$ cat src/rtl/emb_event_pkg.sv
// Package: register map, field positions and reset values of the embedded event block
package emb_event_pkg;
  // Register offsets (byte addresses = 4 * index)
  localparam logic [7:0] IDX_PAGE_SEL = 8'h02;
  localparam logic [7:0] IDX_HIGH_ROUTE = 8'h10;
  localparam logic [7:0] IDX_EVENT_STATUS = 8'h12;
  localparam logic [7:0] IDX_LOW_STATUS = 8'h13;
  localparam logic [7:0] IDX_HIGH_STATUS = 8'h14;
  localparam logic [7:0] IDX_PAGE_ACCESS = 8'h17;
  localparam logic [7:0] IDX_BATCH_CFG = 8'h44;
  localparam logic [7:0] IDX_LOW_ENABLE = 8'h46;
  localparam logic [7:0] IDX_ROUTE_CFG = 8'h5F;
  localparam logic [7:0] IDX_PAGE_DATA = 8'h60;
  localparam logic [7:0] IDX_IRQ_STATUS = 8'h70;
  localparam logic [7:0] IDX_IRQ_MASK = 8'h71;
  // Field positions
  localparam int LC_BIT = 7;
  localparam int SIGMOT_BIT = 5;
  localparam int TILT_BIT = 4;
  localparam int STEP_BIT = 3;
  localparam int LATCH_BIT = 7;
  localparam int PWRITE_BIT = 6;
  localparam int PREAD_BIT = 5;
  localparam int BATCH_BIT = 6;
  localparam int GROUTE_BIT = 4;
  // Reset values and masks
  localparam logic [7:0] RST_BYTE = 8'h00;
  localparam logic [7:0] EVT_STATUS_MASK = 8'hB8;
  localparam logic [7:0] PAGE_ACCESS_MASK = 8'hE0;
  localparam logic [7:0] BATCH_MASK = 8'h40;
  localparam logic [7:0] PAGE_SEL_MASK = 8'h0F;
  localparam logic [7:0] ROUTE_CFG_MASK = 8'h10;
  localparam logic [2:0] IRQ_SRC_MASK = 3'h7;
  localparam int PAGES = 16;
  localparam int MACHINES = 16;
  localparam int IRQ_SRCS = 3;
endpackage : emb_event_pkg

$ cat src/rtl/emb_event_regs.sv
// Embedded event status, routing, page access and enable registers on Avalon-MM
`timescale 1ns/10ps
`default_nettype none
//----------------------------------------------------------------------
// Function
// RULE1: Second interrupt pin drives OR of all routed events.
// RULE2: Register 10h holds routing enables for machines 9-16, reset zero.
// RULE3: Machine routing applies only while global route bit at 5Fh set.
// RULE4: Status 12h top bit reports long-counter timeout.
// RULE5: Status 12h reports significant motion bit.
// RULE6: Status 12h reports tilt bit.
// RULE7: Status 12h reports step bit; bits 0-2 and 6 read zero.
// RULE8: Register 13h reports machines 1-8 status, machine 8 on top.
// RULE9: Register 14h reports machines 9-16 status, machine 16 on top.
// RULE10: Top bit of 17h selects latched event requests, reset zero.
// RULE11: Page writes accepted only while page write enable set.
// RULE12: Page reads return contents only while page read enable set.
// RULE13: Page targeted by four-bit select field at 02h.
// RULE14: Host writes zero to reserved bits of 17h and 44h.
// RULE15: Bit at 44h enables step-count batching into FIFO, reset zero.
// RULE16: Register 46h enables machines 1-8, machine 8 on top.
// RULE17: Embedded status register is read-only to the host.
// RULE18: Latched status holds until read; unlatched follows live condition.
//----------------------------------------------------------------------
module emb_event_regs
  import emb_event_pkg::*;
(
  // Clock and reset
  input wire logic ref_clk_i,
  input wire logic resetn_i,
  // Avalon-MM slave
  input wire logic [9:0] avs_address_i,
  input wire logic avs_read_i,
  input wire logic avs_write_i,
  input wire logic [31:0] avs_writedata_i,
  input wire logic [3:0] avs_byteenable_i,
  output logic [31:0] avs_readdata_o,
  output logic avs_waitrequest_o,
  output logic [1:0] avs_response_o,
  // Event sources, same clock domain
  input wire logic long_counter_timeout_i,
  input wire logic significant_motion_i,
  input wire logic tilt_event_i,
  input wire logic step_detect_i,
  input wire logic [MACHINES-1:0] machine_event_i,
  // Pins and controls
  output logic second_interrupt_pin_o,
  output logic irq_o,
  output logic [7:0] machine_low_enable_o,
  output logic step_count_batch_enable_o
);

  //--------------------------------------------------------------------
  // Bus decode
  //--------------------------------------------------------------------
  typedef enum logic [1:0] {
    BUS_IDLE = 2'b00,
    BUS_ACK = 2'b01
  } bus_state_t;

  bus_state_t bus_state_r;
  logic [7:0] idx;
  logic word_ok;
  logic wr_stb;
  logic rd_stb;
  logic lane0;
  logic [7:0] wbyte;

  assign idx = avs_address_i[9:2];
  assign word_ok = (avs_address_i[1:0] == 2'h0);
  assign lane0 = avs_byteenable_i[0];
  assign wbyte = avs_writedata_i[7:0];
  // Each request is taken once, in the idle cycle; acked one cycle later
  assign wr_stb = (bus_state_r == BUS_IDLE) && avs_write_i && word_ok && lane0;
  assign rd_stb = (bus_state_r == BUS_IDLE) && avs_read_i && word_ok;

  logic hit_route;
  logic hit_evt;
  logic hit_low;
  logic hit_high;
  logic hit_page_acc;
  logic hit_batch;
  logic hit_enable;
  logic hit_route_cfg;
  logic hit_page_sel;
  logic hit_page_data;
  logic hit_irq_st;
  logic hit_irq_mask;
  logic hit_any;

  assign hit_route = (idx == IDX_HIGH_ROUTE);
  assign hit_evt = (idx == IDX_EVENT_STATUS);
  assign hit_low = (idx == IDX_LOW_STATUS);
  assign hit_high = (idx == IDX_HIGH_STATUS);
  assign hit_page_acc = (idx == IDX_PAGE_ACCESS);
  assign hit_batch = (idx == IDX_BATCH_CFG);
  assign hit_enable = (idx == IDX_LOW_ENABLE);
  assign hit_route_cfg = (idx == IDX_ROUTE_CFG);
  assign hit_page_sel = (idx == IDX_PAGE_SEL);
  assign hit_page_data = (idx == IDX_PAGE_DATA);
  assign hit_irq_st = (idx == IDX_IRQ_STATUS);
  assign hit_irq_mask = (idx == IDX_IRQ_MASK);
  assign hit_any = hit_route | hit_evt | hit_low | hit_high | hit_page_acc | hit_batch
                 | hit_enable | hit_route_cfg | hit_page_sel | hit_page_data
                 | hit_irq_st | hit_irq_mask;

  //--------------------------------------------------------------------
  // Control registers
  //--------------------------------------------------------------------
  logic [7:0] route_r;
  logic [7:0] page_acc_r;
  logic [7:0] batch_r;
  logic [7:0] enable_r;
  logic [7:0] route_cfg_r;
  logic [7:0] page_sel_r;
  logic [IRQ_SRCS-1:0] irq_mask_r;
  logic [7:0] page_mem_r [PAGES];
  logic wr_route;
  logic wr_page_acc;
  logic wr_batch;
  logic wr_enable;
  logic wr_route_cfg;
  logic wr_page_sel;
  logic wr_irq_mask;

  // One strobe per register keeps each flop block to a single load condition
  assign wr_route = wr_stb && hit_route;
  assign wr_page_acc = wr_stb && hit_page_acc;
  assign wr_batch = wr_stb && hit_batch;
  assign wr_enable = wr_stb && hit_enable;
  assign wr_route_cfg = wr_stb && hit_route_cfg;
  assign wr_page_sel = wr_stb && hit_page_sel;
  assign wr_irq_mask = wr_stb && hit_irq_mask;

  // RULE2: machine routing write
  always_ff @(posedge ref_clk_i or negedge resetn_i) begin
    if (!resetn_i) begin
      route_r <= RST_BYTE;
    end else if (wr_route) begin
      route_r <= wbyte;
    end
  end

  // RULE10: latch mode and page enables; RULE14: reserved bits kept zero
  always_ff @(posedge ref_clk_i or negedge resetn_i) begin
    if (!resetn_i) begin
      page_acc_r <= RST_BYTE;
    end else if (wr_page_acc) begin
      page_acc_r <= wbyte & PAGE_ACCESS_MASK;
    end
  end

  // RULE15: batching enable; RULE14: reserved bits kept zero
  always_ff @(posedge ref_clk_i or negedge resetn_i) begin
    if (!resetn_i) begin
      batch_r <= RST_BYTE;
    end else if (wr_batch) begin
      batch_r <= wbyte & BATCH_MASK;
    end
  end

  // RULE16: machine enables
  always_ff @(posedge ref_clk_i or negedge resetn_i) begin
    if (!resetn_i) begin
      enable_r <= RST_BYTE;
    end else if (wr_enable) begin
      enable_r <= wbyte;
    end
  end

  // Only the global route bit is kept; other routes of this register are not built here
  always_ff @(posedge ref_clk_i or negedge resetn_i) begin
    if (!resetn_i) begin
      route_cfg_r <= RST_BYTE;
    end else if (wr_route_cfg) begin
      route_cfg_r <= wbyte & ROUTE_CFG_MASK;
    end
  end

  // RULE13: page select field
  always_ff @(posedge ref_clk_i or negedge resetn_i) begin
    if (!resetn_i) begin
      page_sel_r <= RST_BYTE;
    end else if (wr_page_sel) begin
      page_sel_r <= wbyte & PAGE_SEL_MASK;
    end
  end

  // Block interrupt mask, one bit per status group
  always_ff @(posedge ref_clk_i or negedge resetn_i) begin
    if (!resetn_i) begin
      irq_mask_r <= '0;
    end else if (wr_irq_mask) begin
      irq_mask_r <= wbyte[IRQ_SRCS-1:0];
    end
  end

  // Feature page storage, one byte per page for this block
  logic [3:0] page_idx;
  logic page_wr_ok;
  assign page_idx = page_sel_r[3:0];
  // RULE11: page write gate
  assign page_wr_ok = wr_stb && hit_page_data && page_acc_r[PWRITE_BIT];

  genvar gp;
  generate
    for (gp = 0; gp < PAGES; gp++) begin : g_page
      always_ff @(posedge ref_clk_i or negedge resetn_i) begin
        if (!resetn_i) begin
          page_mem_r[gp] <= RST_BYTE;
        end else if (page_wr_ok && (page_idx == 4'(gp))) begin
          page_mem_r[gp] <= wbyte;
        end
      end
    end
  endgenerate

  //--------------------------------------------------------------------
  // Event status
  //--------------------------------------------------------------------
  logic latch_mode;
  logic [7:0] evt_live;
  logic [7:0] evt_st_r;
  logic [7:0] low_st_r;
  logic [7:0] high_st_r;
  logic [7:0] evt_st_nxt;
  logic [7:0] low_st_nxt;
  logic [7:0] high_st_nxt;
  logic rd_evt;
  logic rd_low;
  logic rd_high;

  assign latch_mode = page_acc_r[LATCH_BIT];
  // RULE4: long counter; RULE5: motion; RULE6: tilt; RULE7: step, others zero
  assign evt_live = {long_counter_timeout_i, 1'b0, significant_motion_i, tilt_event_i,
                     step_detect_i, 3'b000};
  assign rd_evt = rd_stb && hit_evt;
  assign rd_low = rd_stb && hit_low;
  assign rd_high = rd_stb && hit_high;
  // RULE18: latched bits clear on read, a new event wins over the clear
  assign evt_st_nxt = latch_mode ? ((rd_evt ? 8'h00 : evt_st_r) | evt_live) : evt_live;
  // RULE8: machines 1-8
  assign low_st_nxt = latch_mode ? ((rd_low ? 8'h00 : low_st_r) | machine_event_i[7:0])
                                 : machine_event_i[7:0];
  // RULE9: machines 9-16
  assign high_st_nxt = latch_mode ? ((rd_high ? 8'h00 : high_st_r) | machine_event_i[15:8])
                                  : machine_event_i[15:8];

  always_ff @(posedge ref_clk_i or negedge resetn_i) begin
    if (!resetn_i) begin
      evt_st_r <= RST_BYTE;
      low_st_r <= RST_BYTE;
      high_st_r <= RST_BYTE;
    end else begin
      // RULE17: no bus write path into status
      evt_st_r <= evt_st_nxt & EVT_STATUS_MASK;
      low_st_r <= low_st_nxt;
      high_st_r <= high_st_nxt;
    end
  end

  //--------------------------------------------------------------------
  // Second interrupt pin
  //--------------------------------------------------------------------
  logic pin_nxt;
  logic pin_r;
  // RULE1: OR of routed events; RULE3: global route gate
  assign pin_nxt = route_cfg_r[GROUTE_BIT] && (|(high_st_nxt & route_r));

  //--------------------------------------------------------------------
  // Block interrupt: sticky status, mask, write-one-to-clear
  //--------------------------------------------------------------------
  logic [IRQ_SRCS-1:0] irq_ev;
  logic [IRQ_SRCS-1:0] irq_st_r;
  logic [IRQ_SRCS-1:0] irq_clr;
  logic irq_r;

  assign irq_ev = {|high_st_nxt, |low_st_nxt, |evt_st_nxt};
  assign irq_clr = (wr_stb && hit_irq_st) ? wbyte[IRQ_SRCS-1:0] : '0;

  always_ff @(posedge ref_clk_i or negedge resetn_i) begin
    if (!resetn_i) begin
      irq_st_r <= '0;
      irq_r <= 1'b0;
      pin_r <= 1'b0;
    end else begin
      irq_st_r <= ((irq_st_r & ~irq_clr) | irq_ev) & IRQ_SRC_MASK;
      irq_r <= |(((irq_st_r & ~irq_clr) | irq_ev) & irq_mask_r);
      pin_r <= pin_nxt;
    end
  end

  //--------------------------------------------------------------------
  // Read mux and handshake
  //--------------------------------------------------------------------
  logic [7:0] rd_byte;
  always_comb begin
    rd_byte = 8'h00;
    if (hit_route) begin
      rd_byte = route_r;
    end else if (hit_evt) begin
      rd_byte = evt_st_r;
    end else if (hit_low) begin
      rd_byte = low_st_r;
    end else if (hit_high) begin
      rd_byte = high_st_r;
    end else if (hit_page_acc) begin
      rd_byte = page_acc_r;
    end else if (hit_batch) begin
      rd_byte = batch_r;
    end else if (hit_enable) begin
      rd_byte = enable_r;
    end else if (hit_route_cfg) begin
      rd_byte = route_cfg_r;
    end else if (hit_page_sel) begin
      rd_byte = page_sel_r;
    end else if (hit_page_data) begin
      // RULE12: page read gate
      rd_byte = page_acc_r[PREAD_BIT] ? page_mem_r[page_idx] : 8'h00;
    end else if (hit_irq_st) begin
      rd_byte = {5'h00, irq_st_r};
    end else if (hit_irq_mask) begin
      rd_byte = {5'h00, irq_mask_r};
    end
  end

  logic [31:0] rdata_r;
  logic [1:0] resp_r;
  logic take;
  assign take = (bus_state_r == BUS_IDLE) && (avs_read_i || avs_write_i);

  always_ff @(posedge ref_clk_i or negedge resetn_i) begin
    if (!resetn_i) begin
      bus_state_r <= BUS_IDLE;
      rdata_r <= 32'h0000_0000;
      resp_r <= 2'b00;
    end else begin
      case (bus_state_r)
        BUS_IDLE: begin
          if (take) begin
            bus_state_r <= BUS_ACK;
            rdata_r <= {24'h000000, ((avs_read_i && word_ok) ? rd_byte : 8'h00)};
            // Unmapped or misaligned access answers SLAVEERROR
            resp_r <= (hit_any && word_ok) ? 2'b00 : 2'b10;
          end
        end
        BUS_ACK: begin
          bus_state_r <= BUS_IDLE;
        end
        default: begin
          bus_state_r <= BUS_IDLE;
        end
      endcase
    end
  end

  // Waitrequest is low only in the ack cycle, so the master needs no extra state
  logic wait_r;
  always_ff @(posedge ref_clk_i or negedge resetn_i) begin
    if (!resetn_i) begin
      wait_r <= 1'b1;
    end else begin
      wait_r <= !take;
    end
  end

  assign avs_readdata_o = rdata_r;
  assign avs_waitrequest_o = wait_r;
  assign avs_response_o = resp_r;
  assign second_interrupt_pin_o = pin_r;
  assign irq_o = irq_r;
  assign machine_low_enable_o = enable_r;
  assign step_count_batch_enable_o = batch_r[BATCH_BIT];

endmodule // emb_event_regs
`default_nettype wire

$ cat config.mk
export PLATFORM = sky130hd
export DESIGN_NAME = emb_event_regs
export DESIGN_NICKNAME = d
export VERILOG_FILES = /design/src/rtl/emb_event_pkg.sv /design/src/rtl/emb_event_regs.sv
export SDC_FILE = /design/constraint.sdc
export NUM_CORES = 1
export LEC_CHECK = 0
export BUFFER_PORTS_ARGS = -buffer_cell sky130_fd_sc_hd__buf_2
export CAP_MARGIN = 20
export CORE_MARGIN = 2
export CORE_UTILIZATION = 45
export CTS_BUF_LIST = sky130_fd_sc_hd__clkbuf_8 sky130_fd_sc_hd__clkbuf_16
export CTS_CLUSTER_DIAMETER = 80
export DETAILED_ROUTE_END_ITERATION = 8
export SKIP_CTS_REPAIR_TIMING = 1
export SYNTH_ARGS = -nofsm -noshare
export SYNTH_HDL_FRONTEND = slang
export SYNTH_SLANG_ARGS = --single-unit
$ cat constraint.sdc
create_clock -name ref_clk_i -period 4.9 [get_ports ref_clk_i]
set_input_delay 0.98 -clock ref_clk_i [delete_from_list [all_inputs] [get_ports ref_clk_i]]
set_output_delay 0.98 -clock ref_clk_i [all_outputs]
set_load 0.02 [all_outputs]
==> impl_metrics.env, run 1 <==
export IMPL_synth_edff_count=0
export IMPL_hpwlAfterDp_um=16700
export IMPL_cts_sinks=192
export IMPL_preCtsSetupSlack_ns=1.20
export IMPL_critPathArrivalTime_ns=3.59
export IMPL_critPathSlowestCell="nor2b_1"
export IMPL_setup_viol_count_final=0
export IMPL_ys_seq_elements=192
export IMPL_fmax_mhz=306
export IMPL_cts_buffers=17
export IMPL_die_x_um=148
export IMPL_cts_max_level=4
export IMPL_yosysTopAreaCell="dfrtp_1"
export IMPL_clk_latency_ns=0.44
export IMPL_path_max_fanout=20
export IMPL_crit_path_start_kind="input pin"
export IMPL_slew_violations=0
export IMPL_synthTopCellsByCount="dfrtp_1, mux2_2, nand2_1"
export IMPL_p_int_w=0.00238
export IMPL_outcome="completed"
export IMPL_tns_ns=0
export IMPL_num_vias=6222
export IMPL_nFillCells=1764
export IMPL_floorplan_initialDensity=0.460
export IMPL_fin_crit_sh=0.668
export IMPL_grt_overflow_total=0
export IMPL_finalHoldViolations=0
export IMPL_syn_area_per_cell_um2=13.0
export IMPL_yosys_warnings=0
export IMPL_rsz0062_at_grt="no"
export IMPL_viasPerCell=5.98
export IMPL_synth_most_common_cell="dfrtp_1"
export IMPL_design_area_um2=10400
export IMPL_worstPathCellList="buf_2, and4bb_1, nand2_1, or4_4, nor2b_1, mux2_2"
export IMPL_yosys_area_top_type_share=0.511
export IMPL_worstPathRequired_ns=5.22
export IMPL_finClkSkew_ns=0.0123
export IMPL_syn_cell_area_um2=9350
export IMPL_worst_path_buf_inv=1
export IMPL_grt_pass1_wl_um=38100
export IMPL_rows=52
export IMPL_netSwitchingPower_w=0.000779
export IMPL_gp_congestion=0.951
export IMPL_synthToLayoutAreaGrowth_pct=11.0
export IMPL_io_pins=116
export IMPL_fin_ws_ns=1.63
export IMPL_root_buffer="clkbuf_16"
export IMPL_end_kind="register"
export IMPL_synth_main_ff_cell="dfrtp_1"
export IMPL_r2r_start="page_sel_r[0]"
export IMPL_fin_crit_ns=3.27
export IMPL_cts_buffer_depth=2
export IMPL_maxCapViolCount=0
export IMPL_track_usage=0.230
export IMPL_syn_inst=719
export IMPL_worst_r2r_setup_slack_ns=1.68
export IMPL_tightest_slew_ns=0.989
export IMPL_cts_tree="yes"
export IMPL_dieArea_um2=21900
export IMPL_grt_pass1_vias=6422
export IMPL_fp_dieH_um=148
export IMPL_ys_types=58
export IMPL_hold_class="in -> async"
export IMPL_criticalPathCategory="in -> reg"
export IMPL_drtAntennaViolNets=0
export IMPL_drc=0
export IMPL_drtIter0Drc=406
export IMPL_p_sw_frac=0.246
export IMPL_grt_max_degree=132
export IMPL_maxSlewHeadroom=0.339
export IMPL_drt_total_wl_um=24200
export IMPL_cp_slowest_stage_delay_ns=0.79
export IMPL_placedInstanceArea_um2=9770
export IMPL_power_density_nw_per_um2=305
export IMPL_synth_area_leaders="dfrtp_1, mux2_2, mux4_2"
export IMPL_ir_drop_uv=201
export IMPL_diodes=0
export IMPL_seq_area_frac_synth=0.514
export IMPL_drt_pass1_iterations=5
export IMPL_cpLargestDelayFamily="simple AND/OR/NAND/NOR gates"
export IMPL_pwr_share_seq=0.510
export IMPL_portBuffers=63
export IMPL_r2r_cells=6
export IMPL_async_flop_share=1.00
export IMPL_wl_per_cell_um=23.2
export IMPL_clkTransAtPathRegs_ns=0.07
export IMPL_r2r_end="avs_readdata_o[7]"
export IMPL_pwr_share_comb=0.054
export IMPL_leakage_nw=5.01
export IMPL_fp_coreArea_um2=20300
export IMPL_clock_power_share=0.436
export IMPL_antenna_found_initial=0
export IMPL_layout_drive_gt1_share=0.383
export IMPL_finish_net_count=827
==> sequential cells by signal, summed over array words and instances, names as in the netlist, 3 cells and up <==
name                  cells
irq_st_r                  3
irq_mask_r                3
machine_low_enable_o      8
page_mem_r              128
evt_st_r                  4
page_sel_r                4
page_acc_r                3
avs_readdata_o            8
high_st_r                 8
low_st_r                  8
route_r                   8
==> power groups by stage <==
stage	Clock [W]	Sequential (W)	Combinational [W]
3_3_place_gp	0	0.00164	0.000163
4_1_cts	0.00141	0.00161	0.000170
3_5_place_dp	0	0.00164	0.000170
6_report	0.00138	0.00161	0.000172
5_1_grt	0.00147	0.00161	0.000192
2_1_floorplan	0	0.00164	0.0000949
==> placed cells by master, fill, tap and decap left out, drive strengths merged, types with 2 or more instances in the layout <==
master    instances
dfrtp           191
mux2            157
buf              69
nand2            45
mux4             32
conb             25
a21o             22
o21ai            21
clkbuf           20
a21oi            17
inv              17
a22oi            14
nand3            13
nor2b            10
and3             10
a31oi            10
a22o             10
nor4              9
nor3              7
nand4             6
nor2              6
and2              5
a221oi            5
a32o              5
o22ai             4
or4               4
o31ai             3
a2111oi           3
or3               2
a222oi            2
nand2b            2
o221ai            2
clkinvlp          2
nor4b             2
and4bb            2
==> kinds of logic after synthesis <==
family,share of synthesized area
flip-flops,0.514
multiplexers,0.267
buffers and inverters,0.0447
XOR/XNOR,0.000937
AND/OR/NAND/NOR,0.0779
AO/OA/AOI/OAI,0.0945
other,0.000401
==> final cells by class <==
cell class / instances / area (um2) / share of cell area
repair buffers: 70 / 409 / 0.0394
multi-input cells: 468 / 4210 / 0.406
flip-flops and latches: 192 / 4810 / 0.463
clock inverters: 13 / 129 / 0.0124
well taps: 270 / 338 / 0.0325
clock buffers: 19 / 453 / 0.0436
inverters: 8 / 30.0 / 0.00289
==> routing by layer <==
metal	wire (um)	track usage	vias to the layer above
met2	11800	0.381	219
li1	-	-	2741
met1	10600	0.309	3224
met5	0	0	-
met3	1160	0.0387	38
met4	651	0.0795	0
==> through the flow <==
| stage | hold slack (ns) | total power, W | utilization | instances |
|---|---|---|---|---|
| after floorplan | 0.453 | 0.00174 | - | 743 |
| after global placement | 0.463 | 0.00181 | 0.481 | 1006 |
| after detailed placement | 0.470 | 0.00181 | 0.481 | 1007 |
| after CTS | 0.491 | 0.00319 | 0.510 | 1039 |
| after global routing | 0.464 | 0.00328 | 0.511 | 1040 |
| final | 0.455 | 0.00316 | 0.511 | 1040 |
==> worst max path at each step <==
stage	from	endpoint	slack (ns)	depth (start not counted)
after floorplan	avs_address_i[5]	page_mem_r[100]	2.05	6
after global placement	avs_address_i[3]	page_mem_r[36]	1.27	6
after detailed placement	avs_address_i[3]	page_mem_r[36]	1.20	6
after CTS	avs_address_i[3]	page_mem_r[35]	1.65	6
after global routing	page_sel_r[0]	avs_readdata_o[7]	1.42	6
final	avs_address_i[3]	page_mem_r[37]	1.63	6
==> worst reg2reg max path, delay by kind of cell (launching register included) <==
family | cells | cell delay, ns
flip-flops | 1 | 0.98
buffers and inverters | 1 | 0.43
multiplexers | 1 | 0.57
AND/OR/NAND/NOR | 1 | 0.14
AO/OA/AOI/OAI | 3 | 0.97
(Power assumes the default switching activity.)
==> run 2: changes to the inputs <==
--- a/config.mk
+++ b/config.mk
@@ -12,6 +12,7 @@
 export CTS_BUF_LIST = sky130_fd_sc_hd__clkbuf_8 sky130_fd_sc_hd__clkbuf_16
 export CTS_CLUSTER_DIAMETER = 80
 export DETAILED_ROUTE_END_ITERATION = 8
+export PLACE_DENSITY = 0.67
 export SKIP_CTS_REPAIR_TIMING = 1
 export SYNTH_ARGS = -nofsm -noshare
 export SYNTH_HDL_FRONTEND = slang
==> constraint.sdc (replaced) <==
create_clock -name ref_clk_i -period 2.7 [get_ports ref_clk_i]
set_input_delay 0.54 -clock ref_clk_i [delete_from_list [all_inputs] [get_ports ref_clk_i]]
set_output_delay 0.54 -clock ref_clk_i [all_outputs]
set_load 0.02 [all_outputs]
==> impl_metrics.env, run 2 (synthesis results as in run 1) <==
export IMPL_outcome="completed"
export IMPL_clkTransAtPathRegs_ns=0.06
export IMPL_r2r_cells=6
export IMPL_final_cell_mix="dfrtp_1, mux2_2, buf_2"
export IMPL_floorplan_initialDensity=0.460
export IMPL_crit_start="bus_state_r[0]"
export IMPL_p_int_w=0.00447
export IMPL_clock_power_share=0.440
export IMPL_layout_drive_gt1_share=0.414
export IMPL_drtIter0Drc=361
export IMPL_finClkSkew_ns=0.0110
export IMPL_fin_crit_ns=2.37
export IMPL_leakage_nw=5.20
export IMPL_root_buffer="clkbuf_16"
export IMPL_slew_violations=0
export IMPL_portBuffers=63
export IMPL_nFillCells=1739
export IMPL_maxSlewHeadroom=0.546
export IMPL_final_common_cell="dfrtp_1"
export IMPL_drt_total_wl_um=23800
export IMPL_netSwitchingPower_w=0.00132
export IMPL_hpwlAfterDp_um=17100
export IMPL_viasPerCell=5.95
export IMPL_p_sw_frac=0.228
export IMPL_fin_crit_sh=0.876
export IMPL_power_density_nw_per_um2=541
export IMPL_maxCapViolCount=0
export IMPL_drt_pass1_iterations=5
export IMPL_hold_class="in -> async"
export IMPL_grt_pass1_wl_um=38100
export IMPL_drtAntennaViolNets=0
export IMPL_dieArea_um2=21900
export IMPL_finalHoldViolations=0
export IMPL_pwr_share_comb=0.055
export IMPL_fin_ws_ns=0.334
export IMPL_grt_pass1_vias=6724
export IMPL_clk_latency_ns=0.43
export IMPL_end_kind="register"
export IMPL_rows=52
export IMPL_cts_buffers=17
export IMPL_num_vias=6413
export IMPL_largest_reg_flops=128
export IMPL_criticalPathCategory="reg -> reg"
export IMPL_track_usage=0.228
export IMPL_drc=0
export IMPL_instances_no_fill=1078
export IMPL_fp_coreArea_um2=20300
export IMPL_r2r_start="bus_state_r[0]"
export IMPL_grt_overflow_total=0
export IMPL_grt_max_degree=78
export IMPL_ir_drop_uv=381
export IMPL_regMostFlops="page_mem_r"
export IMPL_cts_max_level=4
export IMPL_preCtsSetupSlack_ns=0.0327
export IMPL_synthToLayoutAreaGrowth_pct=14.4
export IMPL_fmax_mhz=423
export IMPL_pwr_share_seq=0.506
export IMPL_crit_path_start_kind="register"
export IMPL_critPathArrivalTime_ns=2.67
export IMPL_path_max_fanout=8
export IMPL_wl_per_cell_um=22.1
export IMPL_cts_sinks=192
export IMPL_tns_ns=0
export IMPL_die_x_um=148
export IMPL_io_pins=116
export IMPL_cts_buffer_depth=2
export IMPL_cts_tree="yes"
export IMPL_finish_net_count=866
export IMPL_rsz0062_at_grt="no"
export IMPL_setup_viol_count_final=0
export IMPL_gp_congestion=0.915
export IMPL_antenna_found_initial=1
export IMPL_tightest_slew_ns=0.664
export IMPL_worstPathRequired_ns=3.01
export IMPL_fp_dieH_um=148
export IMPL_post_place_cells=1047
-- run 2: cell types whose count changed in the layout (fill, tap and decap cells not counted), sizes merged --
cell and change:
bufinv +2, diode +1, inv -4, clkbuf -1
buf +39, clkinvlp -2, clkinv +3
-- run 2: through the flow --
stage / utilization / instance area (um2) / power (W) / hold slack, ns
finish: 0.527 / 10700 / 0.00579 / 0.140
global route: 0.527 / 10700 / 0.00600 / 0.179
CTS: 0.527 / 10700 / 0.00586 / 0.156
detailed placement: 0.497 / 10100 / 0.00330 / 0.478
global placement: 0.497 / 10100 / 0.00329 / 0.463
floorplan: - / 9440 / 0.00315 / 0.244
-- run 2: path summary, 6_finish.rpt --
| path | endpoint | slack, ns |
|---|---|---|
| worst max-delay path | page_mem_r[34] | 0.33 |
| worst min-delay path | bus_state_r[0] | 0.14 |
| worst max register to register | page_mem_r[34] | 0.33 |
| worst min register to register | page_mem_r[102] | 0.49 |
| max in group asynchronous | page_mem_r[73] | 1.84 |
| min in group ref_clk_i | evt_st_r[7] | 0.30 |
-- run 2: power by group through the flow --
stage	clock network [W]	logic, W	registers [W]
6_report	0.00255	0.000317	0.00293
3_3_place_gp	0	0.000308	0.00298
5_1_grt	0.00273	0.000350	0.00293
2_1_floorplan	0	0.000172	0.00298
4_1_cts	0.00261	0.000319	0.00293
3_5_place_dp	0	0.000317	0.00298
-- run 2: critical path, stage by stage (launching register included) --
cell	delay, ns
dfrtp_1	0.39
nor3_1	0.30
nand2_1	0.26
or4_4	0.60
nor2b_1	0.14
buf_4	0.20
mux2_2	0.35
-- run 2: layer usage --
layer,GRT usage,vias up,wire (um),part of all wire
met4,0.0805,0,663,0.028
met3,0.0439,43,1270,0.053
li1,-,2813,-,-
met2,0.381,245,11700,0.49
met1,0.299,3312,10200,0.43
met5,0,-,0,0
-- run 2: final cells by class --
class / instances / area (um2) / share of cell area
diodes: 1 / 2.50 / 0.000234
clock buffers: 18 / 439 / 0.0411
clock inverters: 12 / 156 / 0.0146
inverters: 8 / 30.0 / 0.00281
multi-input cells: 468 / 4210 / 0.394
flip-flops and latches: 192 / 4810 / 0.450
well taps: 270 / 338 / 0.0316
repair buffers: 109 / 707 / 0.0661
==> run 3: changes to the inputs <==
--- a/config.mk
+++ b/config.mk
@@ -5,6 +5,7 @@
 export SDC_FILE = /design/constraint.sdc
 export NUM_CORES = 1
 export LEC_CHECK = 0
+export ABC_AREA = 1
 export BUFFER_PORTS_ARGS = -buffer_cell sky130_fd_sc_hd__buf_2
 export CAP_MARGIN = 20
 export CORE_MARGIN = 2
@@ -12,7 +13,7 @@
 export CTS_BUF_LIST = sky130_fd_sc_hd__clkbuf_8 sky130_fd_sc_hd__clkbuf_16
 export CTS_CLUSTER_DIAMETER = 80
 export DETAILED_ROUTE_END_ITERATION = 8
-export PLACE_DENSITY = 0.67
+export PLACE_DENSITY = 0.64
 export SKIP_CTS_REPAIR_TIMING = 1
 export SYNTH_ARGS = -nofsm -noshare
 export SYNTH_HDL_FRONTEND = slang
==> impl_metrics.env, run 3 <==
export IMPL_outcome="completed"
export IMPL_drc=0
export IMPL_die_x_um=148
export IMPL_finClkSkew_ns=0.00728
export IMPL_seq_area_frac_synth=0.515
export IMPL_placedInstanceArea_um2=9950
export IMPL_tightest_slew_ns=0.764
export IMPL_rows=52
export IMPL_dieArea_um2=21900
export IMPL_worstPathRequired_ns=3.03
export IMPL_yosys_area_top_type_share=0.512
export IMPL_layout_drive_gt1_share=0.136
export IMPL_cts_max_level=4
export IMPL_syn_area_per_cell_um2=7.95
export IMPL_root_buffer="clkbuf_16"
export IMPL_ir_drop_uv=435
export IMPL_cts_buffer_depth=2
export IMPL_path_max_fanout=13
export IMPL_final_cell_mix="nand2_1, dfrtp_1, o21ai_0"
export IMPL_grt_pass1_wl_um=39500
export IMPL_grt_max_degree=64
export IMPL_leakage_nw=5.30
export IMPL_synth_fa_ha_area_frac=0
export IMPL_diodes=0
export IMPL_ys_seq_elements=192
export IMPL_worstPathCellList="nor2_1, buf_4, a22oi_1, nand2_1, nand2_1, nand2_1, o21ai_0, nand4_1, nand2_1, nand2_1, nand2_1, nand2_1"
export IMPL_criticalPathCategory="reg -> reg"
export IMPL_hold_class="in -> async"
export IMPL_clkTransAtPathRegs_ns=0.07
export IMPL_crit_top_cell="nand2_1"
export IMPL_tns_ns=0
export IMPL_rsz0062_at_grt="no"
export IMPL_crit_start="page_sel_r[1]"
export IMPL_synthXorXnorAreaFrac=0
export IMPL_syn_cell_area_um2=9330
export IMPL_grt_overflow_total=0
export IMPL_synth_edff_count=0
export IMPL_worst_r2r_setup_slack_ns=0.44
export IMPL_drt_pass1_iterations=5
export IMPL_critPathArrivalTime_ns=2.59
export IMPL_finish_net_count=1311
export IMPL_drtIter0Drc=655
export IMPL_post_place_cells=1492
export IMPL_maxSlewHeadroom=0.490
export IMPL_critPathSlowestCell="dfrtp_1"
export IMPL_portBuffers=63
export IMPL_fmax_mhz=443
export IMPL_maxCapViolCount=0
export IMPL_synth_main_ff_cell="dfrtp_1"
export IMPL_floorplan_initialDensity=0.459
export IMPL_yosysTopAreaCell="dfrtp_1"
export IMPL_crit_path_start_kind="register"
export IMPL_setup_viol_count_final=0
export IMPL_power_density_nw_per_um2=546
export IMPL_regMostFlops="page_mem_r"
export IMPL_instances_no_fill=1524
export IMPL_hpwlAfterDp_um=17000
export IMPL_clk_latency_ns=0.43
export IMPL_synth_mux_area_frac=0
export IMPL_num_vias=7724
export IMPL_largest_reg_flops=128
export IMPL_fin_crit_ns=2.26
export IMPL_yosys_area_share_simple=0.279
export IMPL_final_common_cell="nand2_1"
export IMPL_design_area_um2=10600
export IMPL_synthTopCellsByCount="nand2_1, dfrtp_1, o21ai_0"
export IMPL_io_pins=116
export IMPL_ys_types=30
export IMPL_final_core_util=0.520
export IMPL_synth_area_leaders="dfrtp_1, nand2_1, o21ai_0"
export IMPL_synthToLayoutAreaGrowth_pct=13.1
export IMPL_drt_total_wl_um=24700
export IMPL_synth_most_common_cell="nand2_1"
export IMPL_syn_inst=1173
export IMPL_slew_violations=0
export IMPL_fp_dieH_um=148
export IMPL_nFillCells=2003
export IMPL_viasPerCell=5.07
export IMPL_cts_buffers=17
export IMPL_fin_crit_sh=0.836
export IMPL_antenna_found_initial=0
export IMPL_cts_tree="yes"
export IMPL_cts_sinks=192
export IMPL_async_flop_share=1.00
export IMPL_fp_coreArea_um2=20300
export IMPL_synth_compound_area_frac=0.130
export IMPL_end_kind="register"
export IMPL_finalHoldViolations=0
export IMPL_wl_per_cell_um=16.2
export IMPL_track_usage=0.232
export IMPL_drtAntennaViolNets=0
export IMPL_synth_top_family_by_area="simple AND/OR/NAND/NOR gates"
export IMPL_cp_slowest_stage_delay_ns=0.63
export IMPL_gp_congestion=0.949
export IMPL_grt_pass1_vias=7162
export IMPL_yosys_warnings=0
export IMPL_r2r_start="page_sel_r[1]"
[run 3: final timing paths]
path                                endpoint  cells past startpoint
max                        avs_readdata_o[4]                     12
min                            irq_mask_r[2]                      1
max reg2reg                avs_readdata_o[4]                     12
min reg2reg                avs_readdata_o[4]                      2
max in group asynchronous  avs_waitrequest_o                      2
min in group ref_clk_i           low_st_r[6]                      3
[run 3: final cells by class]
class	count	area [um2]	share of cell area
Clock inverter	15	175	0.0166
Inverter	57	214	0.0203
Tap cell	270	338	0.0320
Multi-Input combinational cell	867	3910	0.370
Clock buffer	17	425	0.0403
Sequential cell	192	4810	0.456
Timing Repair Buffer	106	684	0.0649
[run 3: cells by family (layout without fill, tap and decap cells)]
kind of cell,after synthesis,count (layout)
compound gates,223,223
buf+inv,138,195
flops,192,192
other cells,1,25
simple gates,619,619
[run 3: metrics by stage]
stage	hold WS, ns	total power [W]	setup WS (ns)
finish	0.0814	0.00576	0.442
CTS	0.106	0.00580	0.457
global placement	0.460	0.00324	0.264
detailed placement	0.461	0.00324	0.228
floorplan	0.244	0.00311	0.587
global route	0.114	0.00598	0.275
[run 3: report_power, final]
part,internal (W),switching [W]
sequential,0.00290,0.0000145
combinational,0.0000620,0.000210
clock,0.00140,0.00118
[run 3: per-layer routing]
layer | share of wire | wire length [um] | track usage
met4 | 0.024 | 598 | 0.0776
met1 | 0.48 | 11800 | 0.335
met2 | 0.45 | 11100 | 0.357
met3 | 0.047 | 1170 | 0.0407
met5 | 0 | 0 | 0
[run 3: critical path, delay by kind of cell, from the launching register on]
family | cells | cell delay (ns)
simple gates | 9 | 0.78
compound gates | 2 | 0.54
buf+inv | 1 | 0.19
flops | 1 | 0.63
